**config.mk**
```make
export PLATFORM = sky130hd
export DESIGN_NAME = led_status_indicator
export DESIGN_NICKNAME = d
export VERILOG_FILES = /design/src/design/led_status_pkg.sv /design/src/design/flash_timer.sv /design/src/design/event_timer.sv /design/src/design/led_status_indicator.sv
export SDC_FILE = /design/constraint.sdc
export NUM_CORES = 1
export LEC_CHECK = 0
export BUFFER_PORTS_ARGS = -buffer_cell sky130_fd_sc_hd__buf_2
export CORE_AREA = 2 2 108 136
export CTS_CLUSTER_DIAMETER = 80
export CTS_CLUSTER_SIZE = 8
export DETAILED_ROUTE_END_ITERATION = 7
export DIE_AREA = 0 0 110 138
export GPL_TIMING_DRIVEN = 0
export HOLD_SLACK_MARGIN = 0.05
export MAX_ROUTING_LAYER = met4
export PLACE_DENSITY = 0.81
export SETUP_SLACK_MARGIN = 0.2
export SLEW_MARGIN = 0
export SYNTH_ARGS = -nofsm -noshare
export SYNTH_HDL_FRONTEND = slang
export SYNTH_SLANG_ARGS = --single-unit
```
**constraint.sdc**
```tcl
create_clock -name clock -period 2.9 [get_ports clock]
set_input_delay 0.145 -clock clock [delete_from_list [all_inputs] [get_ports clock]]
set_output_delay 0.145 -clock clock [all_outputs]
set_load 0.02 [all_outputs]
```
**src/design/led_status_pkg.sv**
```systemverilog
// Package with constants and types for the light curtain LED status indicator
// Behaviour
// - No beam synchronised: all eight diagnostic LEDs off
// - One beam synchronised, poor alignment: only LED 1 blue of LEDs 1-4
// - Insufficient signal for stable availability: LEDs 1 and 2 blue
// - Good alignment, stable availability: LEDs 1 to 3 blue
// - Very good alignment: LEDs 1 to 4 blue
// - Topmost beam synchronised: LEDs 5 and 6 blue
// - Bottommost beam synchronised: LEDs 7 and 8 blue
// - Feedback warning with monitoring set: flash LED 1, quality on 2 to 4
// - Reset button fault: flash LED 4, quality on LEDs 1 to 3
// - Contamination rise, alignment aid on, or alignment over 3 s: show quality again
// - Aligned with field clear: quality display off after fixed delay
// - Cabled sender mirrors receiver; sender state follows switching-output LED
// - Uncabled sender, running without fault: state LED yellow
// - Configuration shown white on LEDs 1, 3 and 4
// - Factory reset active: red output LED, yellow/green field, diagnostics off
// - Configuration mode after change: red output LED, flashing green field
// - Alignment aid on, field clear: red output LED, green field LED
// - Field interrupted or reset just pressed: red output LED, red field LED
// - Field clear, reset required: red output LED, yellow field LED
// - Reset button defective or held: flash LED 4 yellow
// - Feedback input without signal: red output LED, flash LED 1; power cycle clears
// - At power-up all LEDs light briefly before configuration indications
package led_status_pkg;

   // LED colour codes
   typedef enum logic [2:0]
   {
      LED_OFF,
      LED_BLUE,
      LED_WHITE,
      LED_RED,
      LED_GREEN,
      LED_YELLOW,
      LED_YELLOW_GREEN
   } led_colour_type;

   // One LED: colour and flash flag
   typedef struct packed
   {
      led_colour_type colour;
      logic           flash;
   } led_type;

   // Alignment quality levels from the optics
   localparam logic [2:0] QUALITY_NONE      = 3'h0;
   localparam logic [2:0] QUALITY_SYNC      = 3'h1;
   localparam logic [2:0] QUALITY_WEAK      = 3'h2;
   localparam logic [2:0] QUALITY_GOOD      = 3'h3;
   localparam logic [2:0] QUALITY_VERY_GOOD = 3'h4;

   // Inputs describing the receiver state
   typedef struct packed
   {
      logic [2:0] quality;
      logic       top_sync;
      logic       bottom_sync;
      logic       field_clear;
      logic       reset_required;
      logic       reset_pressed;
      logic       reset_button_fault;
      logic       feedback_warning;
      logic       contamination_rise;
      logic       alignment_aid_on;
      logic       output_on;
      logic       config_mode;
      logic       factory_reset;
   } status_type;

   // Configured options
   typedef struct packed
   {
      logic feedback_enabled;
      logic beam_code_set;
      logic restart_interlock;
   } config_type;

   // Timing in milliseconds and derived cycles at 40 MHz
   localparam int unsigned CLOCK_KHZ          = 40000;
   localparam int unsigned ALIGN_LONG_MS      = 3000;
   localparam int unsigned ALIGN_LONG_CYCLES  = ALIGN_LONG_MS * CLOCK_KHZ;
   localparam int unsigned FLASH_HALF_CYCLES  = 8000000;
   localparam int unsigned DISPLAY_OFF_CYCLES = 400000000;
   localparam int unsigned LAMP_TEST_CYCLES   = 20000000;
   localparam int unsigned CONFIG_SHOW_CYCLES = 80000000;

   localparam logic [31:0] COUNT_ZERO = 32'h0;

endpackage : led_status_pkg

```
**src/design/flash_timer.sv**
```systemverilog
// Free running flash cadence generator
`timescale 1ns/1ps
module flash_timer
#(
   parameter int unsigned HALF_CYCLES = led_status_pkg::FLASH_HALF_CYCLES
)
(
   input  wire logic clock,
   input  wire logic srst,
   output logic      phase
);

   logic [31:0] count_q;

   // Toggle phase every half period
   always_ff @(posedge clock)
   begin
      if (srst)
      begin
         count_q <= led_status_pkg::COUNT_ZERO;
         phase   <= 1'b0;
      end
      else if (count_q >= HALF_CYCLES - 1)
      begin
         count_q <= led_status_pkg::COUNT_ZERO;
         phase   <= ~phase;
      end
      else
      begin
         count_q <= count_q + 32'h1;
      end
   end

endmodule : flash_timer

```
**src/design/event_timer.sv**
```systemverilog
// Retriggerable one-shot timer: counts up while held, expired once cycles reached
`timescale 1ns/1ps
module event_timer
(
   input  wire logic        clock,
   input  wire logic        srst,
   input  wire logic        start,
   input  wire logic        hold,
   input  wire logic [31:0] cycles,
   output logic             expired
);

   logic [31:0] count_q;

   // Restart on start, clear on hold release, count while held
   always_ff @(posedge clock)
   begin
      if (srst || start || !hold)
      begin
         count_q <= led_status_pkg::COUNT_ZERO;
         expired <= 1'b0;
      end
      else if (count_q >= cycles - 32'h1)
      begin
         expired <= 1'b1;
      end
      else
      begin
         count_q <= count_q + 32'h1;
      end
   end

endmodule : event_timer

```
**src/design/led_status_indicator.sv**
```systemverilog
// Top level: LED status decoding for receiver and mirrored sender
`timescale 1ns/1ps
module led_status_indicator
#(
   parameter int unsigned FLASH_HALF  = led_status_pkg::FLASH_HALF_CYCLES,
   parameter int unsigned DISPLAY_OFF = led_status_pkg::DISPLAY_OFF_CYCLES,
   parameter int unsigned ALIGN_LONG  = led_status_pkg::ALIGN_LONG_CYCLES,
   parameter int unsigned LAMP_TEST   = led_status_pkg::LAMP_TEST_CYCLES,
   parameter int unsigned CONFIG_SHOW = led_status_pkg::CONFIG_SHOW_CYCLES
)
(
   input  wire logic                        clock,
   input  wire logic                        srst,
   input  wire led_status_pkg::status_type  status,
   input  wire led_status_pkg::config_type  config_set,
   input  wire logic                        sender_cabled,
   input  wire logic                        sender_running,
   input  wire logic                        sender_fault,
   output led_status_pkg::led_type [7:0]    diag_led,
   output led_status_pkg::led_type          output_led,
   output led_status_pkg::led_type          field_led,
   output led_status_pkg::led_type [7:0]    sender_diag_led,
   output led_status_pkg::led_type          sender_state_led,
   output led_status_pkg::led_type          sender_field_led
);

   typedef enum logic [1:0]
   {
      PHASE_LAMP_TEST,
      PHASE_CONFIG,
      PHASE_RUN
   } phase_type;

   phase_type   phase_q;
   logic [31:0] phase_count_q;
   logic        flash_phase;
   logic        quality_show_q;
   logic        aid_prev_q;
   logic        contam_prev_q;
   logic        field_clear_prev_q;
   logic        align_long_q;
   logic        display_timeout;
   logic [31:0] align_count_q;
   logic        aligned_clear;
   logic        retrigger;

   led_status_pkg::led_type [7:0] diag_d;
   led_status_pkg::led_type       output_d;
   led_status_pkg::led_type       field_d;
   led_status_pkg::led_type       state_d;

   // Build one LED value
   function automatic led_status_pkg::led_type make_led
   (
      input led_status_pkg::led_colour_type colour,
      input logic                           flash
   );
      led_status_pkg::led_type led;
      led.colour = colour;
      led.flash  = flash;
      return led;
   endfunction : make_led

   // Quality LED n (1..4) lit for the given level
   function automatic logic quality_lit
   (
      input logic [2:0] quality,
      input int unsigned index
   );
      logic [2:0] needed;
      needed = 3'(index);
      return quality >= needed;
   endfunction : quality_lit

   flash_timer
   #(
      .HALF_CYCLES (FLASH_HALF)
   )
   u_flash
   (
      .clock (clock),
      .srst  (srst),
      .phase (flash_phase)
   );

   // Aligned with field clear: field clear and quality QUALITY_GOOD or better
   assign aligned_clear = status.field_clear
                        && (status.quality >= led_status_pkg::QUALITY_GOOD);

   // Rising contamination, aid switch-on or long alignment reopen the display
   assign retrigger = (status.contamination_rise && !contam_prev_q)
                    || (status.alignment_aid_on && !aid_prev_q)
                    || align_long_q;

   event_timer u_display_timer
   (
      .clock   (clock),
      .srst    (srst),
      .start   (retrigger),
      .hold    (aligned_clear),
      .cycles  (DISPLAY_OFF),
      .expired (display_timeout)
   );

   // Power-up lamp test, then configuration, then run
   always_ff @(posedge clock)
   begin
      if (srst)
      begin
         phase_q       <= PHASE_LAMP_TEST;
         phase_count_q <= led_status_pkg::COUNT_ZERO;
      end
      else
      begin
         case (phase_q)
            PHASE_LAMP_TEST:
            begin
               if (phase_count_q >= LAMP_TEST - 1)
               begin
                  phase_q       <= PHASE_CONFIG;
                  phase_count_q <= led_status_pkg::COUNT_ZERO;
               end
               else
               begin
                  phase_count_q <= phase_count_q + 32'h1;
               end
            end
            PHASE_CONFIG:
            begin
               if (phase_count_q >= CONFIG_SHOW - 1)
               begin
                  phase_q       <= PHASE_RUN;
                  phase_count_q <= led_status_pkg::COUNT_ZERO;
               end
               else
               begin
                  phase_count_q <= phase_count_q + 32'h1;
               end
            end
            PHASE_RUN:
            begin
               phase_count_q <= led_status_pkg::COUNT_ZERO;
            end
            default:
            begin
               phase_q <= PHASE_LAMP_TEST;
            end
         endcase
      end
   end

   // Edge history for retrigger events
   always_ff @(posedge clock)
   begin
      if (srst)
      begin
         aid_prev_q         <= 1'b0;
         contam_prev_q      <= 1'b0;
         field_clear_prev_q <= 1'b0;
      end
      else
      begin
         aid_prev_q         <= status.alignment_aid_on;
         contam_prev_q      <= status.contamination_rise;
         field_clear_prev_q <= aligned_clear;
      end
   end

   // Alignment not yet complete for over 3 s: pulse once per period
   always_ff @(posedge clock)
   begin
      if (srst || aligned_clear)
      begin
         align_count_q <= led_status_pkg::COUNT_ZERO;
         align_long_q  <= 1'b0;
      end
      else if (align_count_q >= ALIGN_LONG - 1)
      begin
         align_count_q <= led_status_pkg::COUNT_ZERO;
         align_long_q  <= 1'b1;
      end
      else
      begin
         align_count_q <= align_count_q + 32'h1;
         align_long_q  <= 1'b0;
      end
   end

   // Quality display on unless timed out while aligned and clear
   always_ff @(posedge clock)
   begin
      if (srst)
      begin
         quality_show_q <= 1'b1;
      end
      else if (retrigger || !aligned_clear)
      begin
         quality_show_q <= 1'b1;
      end
      else if (display_timeout)
      begin
         quality_show_q <= 1'b0;
      end
   end

   // Receiver indication decode; later checks take priority
   always_comb
   begin
      diag_d   = '{default: make_led(led_status_pkg::LED_OFF, 1'b0)};
      output_d = make_led(led_status_pkg::LED_GREEN, 1'b0);
      field_d  = make_led(led_status_pkg::LED_GREEN, 1'b0);

      if (phase_q == PHASE_LAMP_TEST)
      begin
         // Every LED lit white for the lamp test
         diag_d   = '{default: make_led(led_status_pkg::LED_WHITE, 1'b0)};
         output_d = make_led(led_status_pkg::LED_WHITE, 1'b0);
         field_d  = make_led(led_status_pkg::LED_WHITE, 1'b0);
      end
      else
      begin
         if (!status.output_on)
         begin
            output_d = make_led(led_status_pkg::LED_RED, 1'b0);
         end

         // Field LED, most specific condition last
         if (!status.field_clear || status.reset_pressed)
         begin
            field_d = make_led(led_status_pkg::LED_RED, 1'b0);
         end
         else if (status.reset_required)
         begin
            field_d = make_led(led_status_pkg::LED_YELLOW, 1'b0);
         end
         if (status.alignment_aid_on && status.field_clear)
         begin
            output_d = make_led(led_status_pkg::LED_RED, 1'b0);
            field_d  = make_led(led_status_pkg::LED_GREEN, 1'b0);
         end

         if (phase_q == PHASE_CONFIG)
         begin
            // Configuration in white
            if (config_set.feedback_enabled)
            begin
               diag_d[0] = make_led(led_status_pkg::LED_WHITE, 1'b0);
            end
            if (config_set.beam_code_set)
            begin
               diag_d[2] = make_led(led_status_pkg::LED_WHITE, 1'b0);
            end
            if (config_set.restart_interlock)
            begin
               diag_d[3] = make_led(led_status_pkg::LED_WHITE, 1'b0);
            end
         end
         else if (quality_show_q)
         begin
            // Bar graph of quality on LEDs 1 to 4
            for (int unsigned i = 0; i < 4; i++)
            begin
               if (quality_lit(status.quality, i + 1))
               begin
                  diag_d[i] = make_led(led_status_pkg::LED_BLUE, 1'b0);
               end
            end
            if (status.top_sync)
            begin
               diag_d[4] = make_led(led_status_pkg::LED_BLUE, 1'b0);
               diag_d[5] = make_led(led_status_pkg::LED_BLUE, 1'b0);
            end
            if (status.bottom_sync)
            begin
               diag_d[6] = make_led(led_status_pkg::LED_BLUE, 1'b0);
               diag_d[7] = make_led(led_status_pkg::LED_BLUE, 1'b0);
            end
            if (status.quality == led_status_pkg::QUALITY_NONE)
            begin
               diag_d = '{default: make_led(led_status_pkg::LED_OFF, 1'b0)};
            end
         end

         // Warnings override single quality LEDs, and the feedback warning the output LED
         if (config_set.feedback_enabled && status.feedback_warning)
         begin
            output_d  = make_led(led_status_pkg::LED_RED, 1'b0);
            diag_d[0] = make_led(led_status_pkg::LED_YELLOW, flash_phase);
         end
         if (status.reset_button_fault)
         begin
            diag_d[3] = make_led(led_status_pkg::LED_YELLOW, flash_phase);
         end

         // Configuration states win over output and field LEDs; factory reset clears diag LEDs too
         if (status.config_mode)
         begin
            output_d = make_led(led_status_pkg::LED_RED, 1'b0);
            field_d  = make_led(led_status_pkg::LED_GREEN, flash_phase);
         end
         if (status.factory_reset)
         begin
            output_d = make_led(led_status_pkg::LED_RED, 1'b0);
            field_d  = make_led(led_status_pkg::LED_YELLOW_GREEN, 1'b0);
            diag_d   = '{default: make_led(led_status_pkg::LED_OFF, 1'b0)};
         end
      end
   end

   // Sender state LED source
   always_comb
   begin
      if (phase_q == PHASE_LAMP_TEST)
      begin
         state_d = make_led(led_status_pkg::LED_WHITE, 1'b0);
      end
      else if (sender_cabled)
      begin
         state_d = output_d;
      end
      else if (sender_running && !sender_fault)
      begin
         state_d = make_led(led_status_pkg::LED_YELLOW, 1'b0);
      end
      else
      begin
         state_d = make_led(led_status_pkg::LED_OFF, 1'b0);
      end
   end

   // Receiver outputs registered; flash flag carries the blink phase
   always_ff @(posedge clock)
   begin
      if (srst)
      begin
         diag_led   <= '{default: make_led(led_status_pkg::LED_OFF, 1'b0)};
         output_led <= make_led(led_status_pkg::LED_RED, 1'b0);
         field_led  <= make_led(led_status_pkg::LED_OFF, 1'b0);
      end
      else
      begin
         diag_led   <= diag_d;
         output_led <= output_d;
         field_led  <= field_d;
      end
   end

   // Sender outputs registered; uncabled sender shows only its state LED outside the lamp test
   always_ff @(posedge clock)
   begin
      if (srst)
      begin
         sender_diag_led  <= '{default: make_led(led_status_pkg::LED_OFF, 1'b0)};
         sender_state_led <= make_led(led_status_pkg::LED_OFF, 1'b0);
         sender_field_led <= make_led(led_status_pkg::LED_OFF, 1'b0);
      end
      else
      begin
         sender_state_led <= state_d;
         if (sender_cabled || phase_q == PHASE_LAMP_TEST)
         begin
            sender_diag_led  <= diag_d;
            sender_field_led <= field_d;
         end
         else
         begin
            sender_diag_led  <= '{default: make_led(led_status_pkg::LED_OFF, 1'b0)};
            sender_field_led <= make_led(led_status_pkg::LED_OFF, 1'b0);
         end
      end
   end

endmodule : led_status_indicator

```
==> flow_summary_export.csv <==
group,metric,value,unit
place,dpl.hpwl,11.5,mm
worst_setup_path,r2r_slack,0.38,ns
clock_network,root_buffer,"clkbuf_16",
min_path,hold_class,"in2reg",
worst_setup_path,crit_cells,7,
cells_and_area,fill_cells,1140,
worst_setup_path,critPathBufInv,0,
power_and_ir_drop,power,4.91,mW
cells_and_area,multi_input_area,3620,um^2
run,maxCapViolations,0,
power_and_ir_drop,p_per_area,547,nW/um^2
clock_network,clk_path_buf_depth,2,
cells_and_area,ff_latch_area,3560,um^2
detailed_routing,num_vias,6166,
timing,slew_headroom,40.7,%
synth,async_reset_ff_share,0,%
detailed_routing,post_drt_wl_per_cell,13.8,um
timing,tns,0,ns
worst_setup_path,cp-end-kind,"flip-flop",
clock_network,clock_sinks,178,
worst_setup_path,start_kind,"flip-flop",
timing,hold_viol_final,0,
timing,worst_hold_slack,0.0703,ns
clock_network,clock_latency,0.43,ns
detailed_routing,routed_wl,16.4,mm
clock_network,cts_buffers,17,
worst_setup_path,criticalPathCategory,"reg2reg",
grt,grt_pass1_wl,26.7,mm
min_path,hold_depth,3,
clock_network,cts_tree,"built",
worst_setup_path,critPathMaxFanout,9,
grt,gr-total-overflow,0,
worst_setup_path,max_stage_delay,0.53,ns
synth,synth-seq-cells,178,
detailed_routing,viasPerCell,5.21,
worst_setup_path,crit_required,3.25,ns
floorplanning,die_y,138,um
timing,fin_crit,2.52,ns
cells_and_area,drive_gt1_share,16.4,%
grt,grt_pass1_vias,5815,
place,gp_congestion,0.862,
synth,yosys_warnings,0,
floorplanning,start_util,53.5,%
timing,rsz0062_at_grt,"false",
floorplanning,pin_count,103,
timing,fmax,396,MHz
floorplanning,fp.dieW,110,um
grt,grtUsageTotal,22.9,%
timing,drv_slew,0,
synth,syn_area,7510,um^2
timing,setup_violations,0,
synth,synth_edf_count,0,
synth,synth_ff_type,"dfxtp_1",
detailed_routing,drtAntennaViolNets,0,
timing,worst_slew_pin_slew,0.882,ns
worst_setup_path,critical-path-top-delay-family,"simple AND/OR/NAND/NOR gates",
timing,fin_crit_sh,87.0,%
power_and_ir_drop,p_leak,3.58,nW
clock_network,htreeDepth,4,
synth,avgSynthCellArea,8.89,um^2
grt,grt_max_degree,18,
power_and_ir_drop,irDropWorstVdd,0.441,mV
floorplanning,core,14000,um^2
detailed_routing,drtIter0Drc,420,
worst_setup_path,worstPathCellList,"ha_1, nand2_1, or4_1, a21oi_2, nand2_1, or4_1, a21oi_1",
synth,yosysUniqueCellTypes,57,
cells_and_area,fin_nets,1023,
clock_network,postCtsSetupRepairBufs,0,
floorplanning,die-area,15200,um^2
detailed_routing,drt_pass1_iterations,6,
floorplanning,std_cell_rows,49,
synth,synth_cells,845,
synth,ys_seq_area_share,47.5,%
cells_and_area,syn_to_final_growth,19.5,%
timing,skew,0.00849,ns
detailed_routing,remaining_drc_errors,0,
place,port_buffers,75,
grt,antenna_found_initial,1,
clock_network,path_clk_slew,0.07,ns
worst_setup_path,r2r_cells,7,
worst_setup_path,critPathArrivalTime,2.88,ns
run_status,outcome,"finished clean",
worst_setup_path,crit_slowest_cell,"or4_1",
[timing repair]
| item | in CTS | in global routing |
|---|---|---|
| hold buffers | 14 | 0 |
| setup endpoints to repair | 0 | 20 |
| hold endpoints to repair | 16 | 0 |
| resized for setup | 0 | 4 |
[worst paths after layout]
| check | from | end |
|---|---|---|
| min reg2reg | align_count_q[0] | align_count_q[0] |
| min | config_set[2] | sender_diag_led[3] |
| max | u_display_timer.count_q[0] | u_display_timer.count_q[26] |
| max reg2reg | u_display_timer.count_q[0] | u_display_timer.count_q[26] |
[layout by cell type (no fill, tap or decap), drive strengths merged, types with 5 or more instances in the layout]
master         n
a211oi         7
a21oi         19
and2          14
and3          22
and4          11
buf          117
clkbuf        35
clkinv         8
conb          40
dfxtp        178
dlygate4sd3   14
ha             8
inv           26
nand2         57
nand2b         5
nand3         47
nand4         31
nor2         146
nor2b         11
nor3          32
nor4          10
o21ai         17
or3           12
or4            7
xnor2         32
xor2          58
[synth_stat cells, types with 12 or more instances]
| master | count | area, um^2 |
|---|---|---|
| and3_1 | 21 | 131 |
| nand3_1 | 46 | 230 |
| buf_4 | 38 | 285 |
| nand4_1 | 31 | 194 |
| xnor2_1 | 32 | 280 |
| xor2_1 | 58 | 508 |
| or3_1 | 12 | 75.1 |
| and2_1 | 13 | 81.3 |
| o21ai_0 | 17 | 85.1 |
| a21oi_1 | 18 | 90.1 |
| nand2_1 | 57 | 214 |
| nor2_1 | 145 | 544 |
| nor3_1 | 31 | 155 |
| inv_1 | 20 | 75.1 |
| dfxtp_1 | 178 | 3560 |
| clkbuf_1 | 18 | 67.6 |
[sequential cells by signal, indices dropped and copies added (netlist names)]
name and cells:
align_count_q 32, phase_count_q 32, u_display_timer.count_q 32, u_flash.count_q 32, diag_led 14, sender_diag_led 14
field_led 4, sender_field_led 4, output_led 3, sender_state_led 3, phase_q 2, aid_prev_q 1
align_long_q 1, contam_prev_q 1, quality_show_q 1, u_display_timer.expired 1, u_flash.phase 1
[power breakdown]
part           internal [mW]  switching [mW]
clock network           1.21            1.02
registers               2.47          0.0128
logic                 0.0842           0.119
total                   3.76            1.15
[worst reg2reg max path, delay by kind of cell (launching register included)]
kind | cells | cell delay, ns
adders and majority gates | 1 | 0.18
AOI/OAI and AO/OA | 2 | 0.55
DFF | 1 | 0.39
and+or+nand+nor | 4 | 1.33
[cell type report]
cell class / count / area share, %
Multi-Input combinational cell: 626 / 40.4
Antenna cell: 1 / 0.0279
Clock buffer: 17 / 4.74
Buffer: 60 / 4.39
Sequential cell: 178 / 39.7
Inverter: 20 / 0.836
Timing Repair Buffer: 89 / 5.74
Clock inverter: 15 / 1.69
Tap cell: 178 / 2.48
[through the flow]
stage	setup slack [ns]	instance area (um^2)	util, %	std cells
after floorplan	0.819	7650	-	884
after global placement	0.451	8250	58.8	1137
after detailed placement	0.415	8250	58.8	1137
after CTS	0.391	8970	63.9	1183
after global routing	0.235	8970	63.9	1184
final	0.378	8970	63.9	1184
[cell families after synthesis]
logic type	count (synthesis)	share of synthesized area, %
and+or+nand+nor	419	28.0
DFF	178	47.5
xor gates and xnor gates	90	10.5
buffers and inverters	80	6.22
AOI/OAI and AO/OA	66	6.05
adders and majority gates	8	1.33
muxes	3	0.400
other	1	0.0499
[metal layers]
layer	share of wire (%)	track usage [%]	vias up
met1	42	26.0	2885
met5	0	-	-
met2	52	38.4	135
li1	-	-	3118
met3	4.2	5.33	28
met4	1.9	9.26	0
No activity file was read; power rests on OpenSTA's default activity.
